<file path="src/pcm_pkg.sv">
// shared constants and types for the clock manager
`default_nettype none
package pcm_pkg;
  // ==========================================
  // loop counts and factor limits
  localparam int unsigned NUM_LOOPS      = 4;
  localparam int unsigned NUM_SMALL      = 2;
  localparam int unsigned NUM_SERIAL     = 2;
  localparam int unsigned MK_W           = 8;
  localparam int unsigned NV_W           = 5;
  localparam logic [7:0]  MK_MIN         = 8'h02;
  localparam logic [7:0]  MK_MAX         = 8'hA0;
  localparam logic [4:0]  NV_MIN         = 5'h01;
  localparam logic [4:0]  NV_MAX         = 5'h10;
  localparam int unsigned PH_W           = 2;
  localparam int unsigned DLY_W          = 9;
  localparam int unsigned PER_W          = 16;
  // ==========================================
  // legacy multiplier encodings
  localparam logic [1:0]  MUL_X1         = 2'h0;
  localparam logic [1:0]  MUL_X2         = 2'h1;
  localparam logic [1:0]  MUL_X4         = 2'h2;
  // ==========================================
  // lock timing
  localparam int unsigned CLK_MHZ        = 40;
  localparam int unsigned LOCK_TIME_US   = 10;
  localparam int unsigned LOCK_CYC       = LOCK_TIME_US * CLK_MHZ;
  localparam int unsigned LOCK_W         = 10;
  localparam logic [9:0]  LOCK_CYC_V     = 10'(LOCK_CYC);
  localparam logic [9:0]  LOCK_ZERO      = 10'h000;
  // loss of reference: no edge for this many cycles
  localparam logic [7:0]  REF_LOSS_CYC   = 8'h40;
  localparam logic [7:0]  REF_ZERO       = 8'h00;

  typedef enum logic [1:0] {
    PCM_ST_IDLE,
    PCM_ST_ACQ,
    PCM_ST_LOCK
  } pcm_state_e;
endpackage
`default_nettype wire

</file>
<file path="src/pcm_cfg_if.sv">
// configuration carrier between top and one loop
`default_nettype none
interface pcm_cfg_if;
  logic [7:0] m_fac;
  logic [4:0] n_fac;
  logic [7:0] k_fac;
  logic [4:0] v_fac;
  logic [1:0] phase;
  logic [8:0] delay;
  logic       enable;
  logic       ref_edge;
  logic       cfg_done;
  logic       valid;
  logic       locked;
  modport ctrl (output m_fac, n_fac, k_fac, v_fac, phase, delay, enable,
                ref_edge, cfg_done, input valid, locked);
  modport loop (input m_fac, n_fac, k_fac, v_fac, phase, delay, enable,
                ref_edge, cfg_done, output valid, locked);
endinterface
`default_nettype wire

</file>
<file path="src/pcm_loop.sv">
// one enhanced loop: factor check, lock acquisition, reference watchdog
`default_nettype none
module pcm_loop
  import pcm_pkg::*;
(
  // clock and reset
  input  wire logic ref_clk,
  input  wire logic sys_rst,
  // configuration
  pcm_cfg_if.loop   cfg
);
  typedef struct packed {
    pcm_state_e  st;
    logic [9:0]  cnt;
    logic [7:0]  loss;
    logic [28:0] sig;
    logic        lock;
  } pcm_loop_s;

  pcm_loop_s q, d;
  logic      ok;
  logic [28:0] sig_now;

  // ==========================================
  // factor ranges and change detect
  always_comb begin
    ok = (cfg.m_fac >= MK_MIN) && (cfg.m_fac <= MK_MAX) &&
         (cfg.k_fac >= MK_MIN) && (cfg.k_fac <= MK_MAX) &&
         (cfg.n_fac >= NV_MIN) && (cfg.n_fac <= NV_MAX) &&
         (cfg.v_fac >= NV_MIN) && (cfg.v_fac <= NV_MAX);
    sig_now = {cfg.m_fac, cfg.n_fac, cfg.k_fac, cfg.v_fac, cfg.phase,
               cfg.enable};
  end

  // ==========================================
  // lock state machine
  always_comb begin
    d     = q;
    d.sig = sig_now;
    if (cfg.ref_edge) begin
      d.loss = REF_ZERO;
    end else if (q.loss != REF_LOSS_CYC) begin
      d.loss = q.loss + 8'h01;
    end
    case (q.st)
      PCM_ST_IDLE: begin
        d.cnt  = LOCK_ZERO;
        d.lock = 1'b0;
        // reference ignored until configuration is done
        if (cfg.cfg_done && cfg.enable && ok) begin
          d.st = PCM_ST_ACQ;
        end
      end
      PCM_ST_ACQ: begin
        d.cnt = q.cnt + 10'h001;
        if (q.cnt == LOCK_CYC_V - 10'h001) begin
          d.st   = PCM_ST_LOCK;
          d.lock = 1'b1;
        end
      end
      PCM_ST_LOCK: d.lock = 1'b1;
      default:     d.st   = PCM_ST_IDLE;
    endcase
    // reprogram, loss or deconfigure drops lock at once
    if (q.st != PCM_ST_IDLE && (sig_now != q.sig || !ok || !cfg.enable ||
        !cfg.cfg_done || q.loss == REF_LOSS_CYC)) begin
      d.st   = PCM_ST_IDLE;
      d.lock = 1'b0;
      d.cnt  = LOCK_ZERO;
    end
  end

  always_ff @(posedge ref_clk or posedge sys_rst) begin
    if (sys_rst) begin
      q <= '0;
    end else begin
      q <= d;
    end
  end

  assign cfg.valid  = ok;
  assign cfg.locked = q.lock;
endmodule
`default_nettype wire

</file>
<file path="src/pcm_phase.sv">
// phase step and signed delay adjust for one loop
`default_nettype none
module pcm_phase
  import pcm_pkg::*;
(
  // clock and reset
  input  wire logic              ref_clk,
  input  wire logic              sys_rst,
  // settings
  input  wire logic [1:0]        phase_sel,
  input  wire logic signed [8:0] delay_req,
  input  wire logic [8:0]        period,
  // result: total offset in fine steps, quarter steps plus a delay clamped to one period
  output logic signed [10:0]     offset
);
  typedef struct packed {
    logic signed [10:0] off;
  } pcm_ph_s;
  pcm_ph_s q, d;
  logic signed [10:0] quarter, dly, per;

  // ==========================================
  // quarter steps plus clamped delay
  always_comb begin
    per     = $signed({2'b00, period});
    quarter = $signed({2'b00, period >> 2}) * $signed({9'h000, phase_sel});
    dly     = 11'(delay_req);
    if (dly > per) dly = per;
    if (dly < -per) dly = -per;
    d.off   = quarter + dly;
  end

  always_ff @(posedge ref_clk or posedge sys_rst) begin
    if (sys_rst) begin
      q <= '0;
    end else begin
      q <= d;
    end
  end
  assign offset = q.off;
endmodule
`default_nettype wire

</file>
<file path="src/pcm_top.sv">
// clock manager top: legacy pairs, enhanced loops, lock pins, routing
// ==========================================
`default_nettype none
module pcm_top
  import pcm_pkg::*;
#(
  parameter int unsigned LOOPS_PRESENT = 4
)(
  // clock and reset
  input  wire logic              ref_clk,
  input  wire logic              sys_rst,
  // configuration state
  input  wire logic              cfg_done,
  input  wire logic              legacy_mode,
  // reference edges seen on the dedicated clock pins
  input  wire logic              first_dedicated_clock_in,
  input  wire logic              second_dedicated_clock_in,
  input  wire logic              both_from_second,
  // legacy multiplier pair
  input  wire logic [1:0]        out1_mul,
  input  wire logic [1:0]        out2_mul,
  // enhanced loop factors, one slice per loop
  input  wire logic [4*8-1:0]    m_fac,
  input  wire logic [4*5-1:0]    n_fac,
  input  wire logic [4*8-1:0]    k_fac,
  input  wire logic [4*5-1:0]    v_fac,
  input  wire logic [4*2-1:0]    phase_sel,
  input  wire logic [4*9-1:0]    delay_req,
  input  wire logic [4*9-1:0]    out_period,
  input  wire logic [3:0]        loop_enable,
  input  wire logic [3:0]        serial_mode,
  // lock pin use and routing
  input  wire logic [3:0]        lock_pin_en,
  input  wire logic [3:0]        gpio_out,
  input  wire logic [3:0]        gpio_oe,
  input  wire logic [3:0]        clk_out_en,
  input  wire logic [3:0]        ext_fb_en,
  input  wire logic [3:0]        fb_pin_in,
  // status
  output logic                   legacy_pair_ok,
  output logic                   legacy_locked,
  output logic                   first_in_blocked,
  output logic [3:0]             loop_locked,
  output logic [3:0]             factor_ok,
  output logic [3:0]             fb_edge_seen,
  output logic [4*11-1:0]        phase_offset,
  // lock pins and clock out pins
  output logic [3:0]             lock_pin_out,
  output logic [3:0]             lock_pin_oe,
  output logic [3:0]             clk_pin_oe
);
  import pcm_pkg::*;

  typedef struct packed {
    logic       r1, r2, fr1, fr2;
    logic       pair_ok;
    pcm_state_e lst;
    logic [9:0] lcnt;
    logic       llock;
    logic       blocked;
    logic [3:0] locked, fok, fbe, fbp;
    logic [3:0] pout, poe, coe;
  } pcm_top_s;

  pcm_top_s q, d;
  logic [3:0]   lk, vl;
  logic [43:0]  offs;
  logic         ref_sel, ref_edge, pair_ok;
  logic [3:0]   present;

  // ==========================================
  // reference select and legacy pair check
  always_comb begin
    // with both circuits on the second input, the first is never looked at
    ref_sel  = both_from_second ? q.r2 : q.r1;
    ref_edge = both_from_second ? (q.r2 & ~q.fr2) : (q.r1 & ~q.fr1);
    case (out2_mul)
      MUL_X1:  pair_ok = (out1_mul == MUL_X1);
      MUL_X2:  pair_ok = (out1_mul == MUL_X1) || (out1_mul == MUL_X2);
      MUL_X4:  pair_ok = (out1_mul == MUL_X1) || (out1_mul == MUL_X2) ||
                         (out1_mul == MUL_X4);
      default: pair_ok = 1'b0;
    endcase
    for (int i = 0; i < 4; i++) begin
      present[i] = (i < LOOPS_PRESENT);
    end
  end

  // ==========================================
  // enhanced loops, one per slot
  generate
    for (genvar g = 0; g < 4; g++) begin : g_loop
      pcm_cfg_if ci();
      assign ci.m_fac    = m_fac[g*8 +: 8];
      assign ci.n_fac    = n_fac[g*5 +: 5];
      // serial slots reuse k for the bit-rate multiply
      assign ci.k_fac    = k_fac[g*8 +: 8];
      assign ci.v_fac    = v_fac[g*5 +: 5];
      assign ci.phase    = phase_sel[g*2 +: 2];
      assign ci.delay    = delay_req[g*9 +: 9];
      assign ci.enable   = loop_enable[g] & present[g] & ~legacy_mode &
                           (g < NUM_SERIAL || !serial_mode[g]);
      assign ci.ref_edge = ref_edge;
      assign ci.cfg_done = cfg_done;
      pcm_loop u_loop (
        .ref_clk (ref_clk),
        .sys_rst (sys_rst),
        .cfg     (ci.loop)
      );
      assign lk[g] = ci.locked;
      assign vl[g] = ci.valid;
      pcm_phase u_phase (
        .ref_clk   (ref_clk),
        .sys_rst   (sys_rst),
        .phase_sel (phase_sel[g*2 +: 2]),
        .delay_req (delay_req[g*9 +: 9]),
        .period    (out_period[g*9 +: 9]),
        .offset    (offs[g*11 +: 11])
      );
    end
  endgenerate

  // ==========================================
  // legacy lock runs during configuration so it is ready at its end
  always_comb begin
    d         = q;
    d.r1      = first_dedicated_clock_in;
    d.r2      = second_dedicated_clock_in;
    d.fr1     = q.r1;
    d.fr2     = q.r2;
    d.pair_ok = pair_ok;
    d.blocked = both_from_second;
    case (q.lst)
      PCM_ST_IDLE: begin
        d.lcnt  = LOCK_ZERO;
        d.llock = 1'b0;
        if (legacy_mode && pair_ok && ref_edge) d.lst = PCM_ST_ACQ;
      end
      PCM_ST_ACQ: begin
        d.lcnt = q.lcnt + 10'h001;
        if (q.lcnt == LOCK_CYC_V - 10'h001) begin
          d.lst   = PCM_ST_LOCK;
          d.llock = 1'b1;
        end
      end
      PCM_ST_LOCK: d.llock = 1'b1;
      default:     d.lst   = PCM_ST_IDLE;
    endcase
    if (!legacy_mode || !pair_ok) begin
      d.lst   = PCM_ST_IDLE;
      d.llock = 1'b0;
    end
    d.locked = lk;
    d.fok    = vl;
    // feedback via pin is watched only when ext_fb_en selects it, whatever clk_out_en says
    d.fbp    = fb_pin_in;
    d.fbe    = q.fbe | (ext_fb_en & fb_pin_in & ~q.fbp);
    for (int i = 0; i < 4; i++) begin
      // unused lock pin is handed back as ordinary I/O
      d.pout[i] = lock_pin_en[i] ? lk[i] : gpio_out[i];
      d.poe[i]  = lock_pin_en[i] ? 1'b1 : gpio_oe[i];
      d.coe[i]  = clk_out_en[i] & present[i];
      if (!ext_fb_en[i]) d.fbe[i] = 1'b0;
    end
  end

  always_ff @(posedge ref_clk or posedge sys_rst) begin
    if (sys_rst) begin
      q <= '0;
    end else begin
      q <= d;
    end
  end

  // ==========================================
  // outputs straight from state
  assign legacy_pair_ok   = q.pair_ok;
  assign legacy_locked    = q.llock;
  assign first_in_blocked = q.blocked;
  assign loop_locked      = q.locked;
  assign factor_ok        = q.fok;
  assign fb_edge_seen     = q.fbe;
  assign phase_offset     = offs;
  assign lock_pin_out     = q.pout;
  assign lock_pin_oe      = q.poe;
  assign clk_pin_oe       = q.coe;
  logic unused_ok;
  assign unused_ok = ref_sel;
endmodule
`default_nettype wire

</file>
<file path="config.mk">
export PLATFORM = sky130hd
export DESIGN_NAME = pcm_top
export DESIGN_NICKNAME = d
export VERILOG_FILES = /design/src/pcm_pkg.sv /design/src/pcm_cfg_if.sv /design/src/pcm_loop.sv /design/src/pcm_phase.sv /design/src/pcm_top.sv
export SDC_FILE = /design/constraint.sdc
export NUM_CORES = 1
export LEC_CHECK = 0
export ABC_AREA = 1
export ABC_CLOCK_PERIOD_IN_PS = 13280
export BUFFER_PORTS_ARGS = -buffer_cell sky130_fd_sc_hd__buf_4
export CAP_MARGIN = 30
export CORE_AREA = 3 3 227 140
export DETAILED_ROUTE_END_ITERATION = 10
export DIE_AREA = 0 0 230 143
export PLACE_DENSITY = 0.86
export SETUP_SLACK_MARGIN = 0.05
export SLEW_MARGIN = 20
export SYNTH_ARGS = -nofsm -noshare
export SYNTH_HDL_FRONTEND = slang
export SYNTH_SLANG_ARGS = --single-unit
</file>
<file path="constraint.sdc">
create_clock -name ref_clk -period 13.28 [get_ports ref_clk]
set_input_delay 0 -clock ref_clk [delete_from_list [all_inputs] [get_ports ref_clk]]
set_output_delay 0 -clock ref_clk [all_outputs]
set_load 0.01 [all_outputs]
</file>
==> out/summary.txt <==
===============================================================================
Number of pins with negative max-slew slack in the final report ..            0
Number of resized instances in the post-cts repair step ..........            0
Post-route cell area .............................................  23700 sq um
Final non-filler cell total ......................................         3096
Buf/Inv on CP ....................................................            7
DIE WIDTH ........................................................       230 um
Period Utilization, post-route ...................................        48.3%
Area of the core .................................................  29800 sq um
Areal power density over the cells ...............................  118 nW/um^2
Path type of the worst setup path ................................ input pin to register
Number of distinct library cells after synthesis .................           55
Iteration-0 DRC count of the detailed router .....................         1326
Layout overhead on the synthesized area ..........................        28.3%
Required arrival time at the worst endpoint ......................     13.73 ns
Peak VDD IR ......................................................   0.000104 V
Count of yosys warnings during synthesis .........................            0
Layout net count .................................................         3071
Worst path max stage delay .......................................      0.55 ns
Worst clock skew .................................................    0.0130 ns
Placement Rows ...................................................           49
Final total power ................................................      2810 uW
Share of Yosys cell area claimed by the top area cell type .......        39.4%
Peak clock frequency supported by timing .........................      156 MHz
Critical Path Start Type .........................................    input pin
Global-route congestion overflow total ...........................            0
Share of post-route cells with drive strength above 1 ............        15.2%
Clock net sink count .............................................          291
Avg Cell Area, Syn ...............................................   8.37 sq um
Cell area after technology mapping ...............................  18500 sq um
RD Place Congestion ..............................................        0.945
Instance count after placement with tap cells included ...........         2863
Detailed-routing iteration count for the pre-antenna-repair pass .            6
Total number of H-tree levels ....................................            1
Vias .............................................................        17400
Setup TNS ........................................................         0 ns
Critical Path Fanout Max .........................................           17
Quantity of I/O buffers inserted on ports ........................          295
Placed cell area .................................................  21000 sq um
Setup repair after global routing missed its margin ..............        false
Post-route minimum period ........................................      6.41 ns
Tightest slew margin relative to the limit .......................        44.2%
Wire length of the first global-routing pass .....................     87000 um
Static Leakage ...................................................    0.0121 uW
Most frequent cells after synthesis .............................. 378 x nand2_1, 345 x inv_1, 291 x dfrtp_1, 168 x ha_1, 136 x nor2_1
Kind of cell adding the most delay to the critical path .......... buffers and inverters
Cts bufs inserted ................................................           28
Instance count of the mapped netlist .............................         2209
Number of top-level design ports .................................          298
Category of the worst setup path capture point ...................     register
Final hold viol count ............................................            0
Clock-pin slew on the worst setup and hold paths .................      0.07 ns
Worst-case hold slack ............................................    0.0170 ns
Maximum number of pins on one net before global-route repair .....           86
Slew at the pin closest to its max-slew limit ....................     0.838 ns
Root buffer cell .................................................    clkbuf_16
Dominant register cell in the synthesized netlist ................      dfrtp_1
Final routed wirelength across all metal layers ..................     54300 um
Final-report setup violation count ...............................            0
Clock latency on the worst-skew pair .............................      0.57 ns
Post-synthesis cell type with the largest combined area ..........      dfrtp_1
Synthesized netlist net count ....................................         2612
Number of vias per cell after detailed routing ...................         5.62
Via count of the first global-routing pass .......................        17300
Count of flip-flops with a built-in enable after synthesis .......            0
Sequential cell area fraction in the yosys report ................        39.4%
Aggregate global-route resource usage ............................        32.5%
Die ar. ..........................................................  32900 sq um
Synthesized flop and latch total .................................          291
Post-route DRC violation count ...................................            0
Placed wire-length estimate ......................................     36200 um
Starting density of the core .....................................        62.1%
Routed len/inst ..................................................      17.5 um
Post-synth ARST share ............................................         100%
Maximum buffer depth of the clock tree ...........................            3
Crit-path most repeated cell .....................................      nand2_1
Status ...........................................................    completed
Standard cell with the maximum stage delay on the critical path .. dlygate4sd3_1
Top cells by area in the synthesized netlist ..................... dfrtp_1 39%, ha_1 11%, nand2_1 7.7%
Cell with the most instances after synthesis .....................      nand2_1
Clock tree from TritonCTS ........................................        built
Critical path arrival ............................................      6.86 ns
Hold Path Class .................................................. input pin to async pin
Reported max-cap violation count .................................            0
Initial antenna violation count ..................................            3
DIE HEIGHT .......................................................       143 um
Routed Antenna Nets ..............................................            0
===============================================================================
## per-stage QoR
step           utilization (%)  setup WS (ns)
2_1_floorplan                -           5.25
3_3_place_gp              70.3           8.08
3_5_place_dp              70.3           7.93
4_1_cts                   79.5           7.05
5_1_grt                   79.6           6.43
6_report                  79.6           6.87
## worst paths after layout
check                                                         from                                endpoint  slack (ns)  depth (start not counted)
worst max-delay path                                out_period[29]  g_loop[3].u_phase.offset[10]$_DFF_PP0_        6.87                         34
worst min-delay path                                       sys_rst   g_loop[3].u_phase.offset[5]$_DFF_PP0_        0.02                          3
worst max register to register  g_loop[0].u_loop.q[30]$_DFFE_PP0P_      g_loop[0].u_loop.q[44]$_DFFE_PP0P_       10.80                         11
worst min register to register                     d[44]$_DFF_PP0_                         q[44]$_DFF_PP0_        0.38                          0
max in group asynchronous                                  sys_rst      g_loop[2].u_loop.q[34]$_DFFE_PP0P_       11.59                          5
min in group ref_clk                                out_period[21]   g_loop[2].u_phase.offset[1]$_DFF_PP0_        0.02                          5
## flip-flops by register name (all words and copies together) (netlist names)
name                      flops
g_loop.u_phase.offset        44
first_in_blocked              1
lock_pin_oe                   4
lock_pin_out                  4
legacy_locked                 1
legacy_pair_ok                1
factor_ok                     4
g_loop.u_loop.q             196
fb_edge_seen                  4
loop_locked                   4
g_loop.u_loop.cfg.locked      4
q                            18
clk_pin_oe                    4
d                             2
## report_power, final
part           switching, uW  leakage, uW  internal, uW  total, uW
logic                    520      0.00805           384        904
clock network            369     0.000444           457        827
registers               69.6      0.00359          1010       1080
## cell usage in the layout (no fill, tap or decap), drive strengths merged, types with 2 or more instances in the layout
cell,n
nor3b,2
nand2,400
nor3,49
nand3,114
or2,6
a31oi,5
and3,2
nor2,139
a21o,11
bufinv,3
dfrtp,291
nand3b,4
a22o,5
clkbuf,36
nand4,35
a211oi,3
xor2,130
ha,168
mux2,4
o21ai,143
o21bai,2
dlygate4sd3,182
a21oi,112
buf,299
diode,2
o22ai,33
fa,8
inv,357
nor4,36
o211ai,4
clkinv,5
o31ai,9
xnor2,69
o21a,9
## metal layers
layer,up-vias,share of wire [%],track usage [%]
met5,-,0,0
met4,0,5.1,15.2
met3,244,7.3,5.98
met2,844,47,54.9
met1,8195,40,41.0
li1,8117,-,-
## layout make-up
| type | count | area (sq um) |
|---|---|---|
| fill | 1830 | 6070 |
| antenna | 2 | 5.00 |
| inverter | 354 | 1340 |
| sequential | 291 | 7280 |
| multi-input combinational | 1512 | 9570 |
| clock inverter | 12 | 178 |
| clock buffer | 36 | 741 |
| timing repair buffer | 481 | 4100 |
| tap | 408 | 510 |
## worst reg2reg max path: cells and delay by family, from the launching register on
family	cells	cell delay, ns
fa+ha+maj	1	0.16
flops	1	0.38
compound gates	2	0.37
buf+inv	3	0.30
simple gates	5	1.14
## kinds of logic (layout without fill, tap and decap cells)
logic type / count (synthesis) / count (layout) / synth area share (%)
other cells: 0 / 2 / 0
flops: 291 / 291 / 39.4
simple gates: 789 / 789 / 19.3
fa+ha+maj: 176 / 176 / 12.2
xor+xnor: 199 / 199 / 9.43
mux: 5 / 5 / 0.298
buf+inv: 406 / 883 / 8.86
compound gates: 343 / 343 / 10.5
## repair_timing
item                                   4_1_cts  5_1_grt
setup buffers                                0        0
hold buffers                               182        0
endpoints found under the hold margin      303        0
setup endpoints to repair                    0        0
Power figures use the tool's default switching activity.
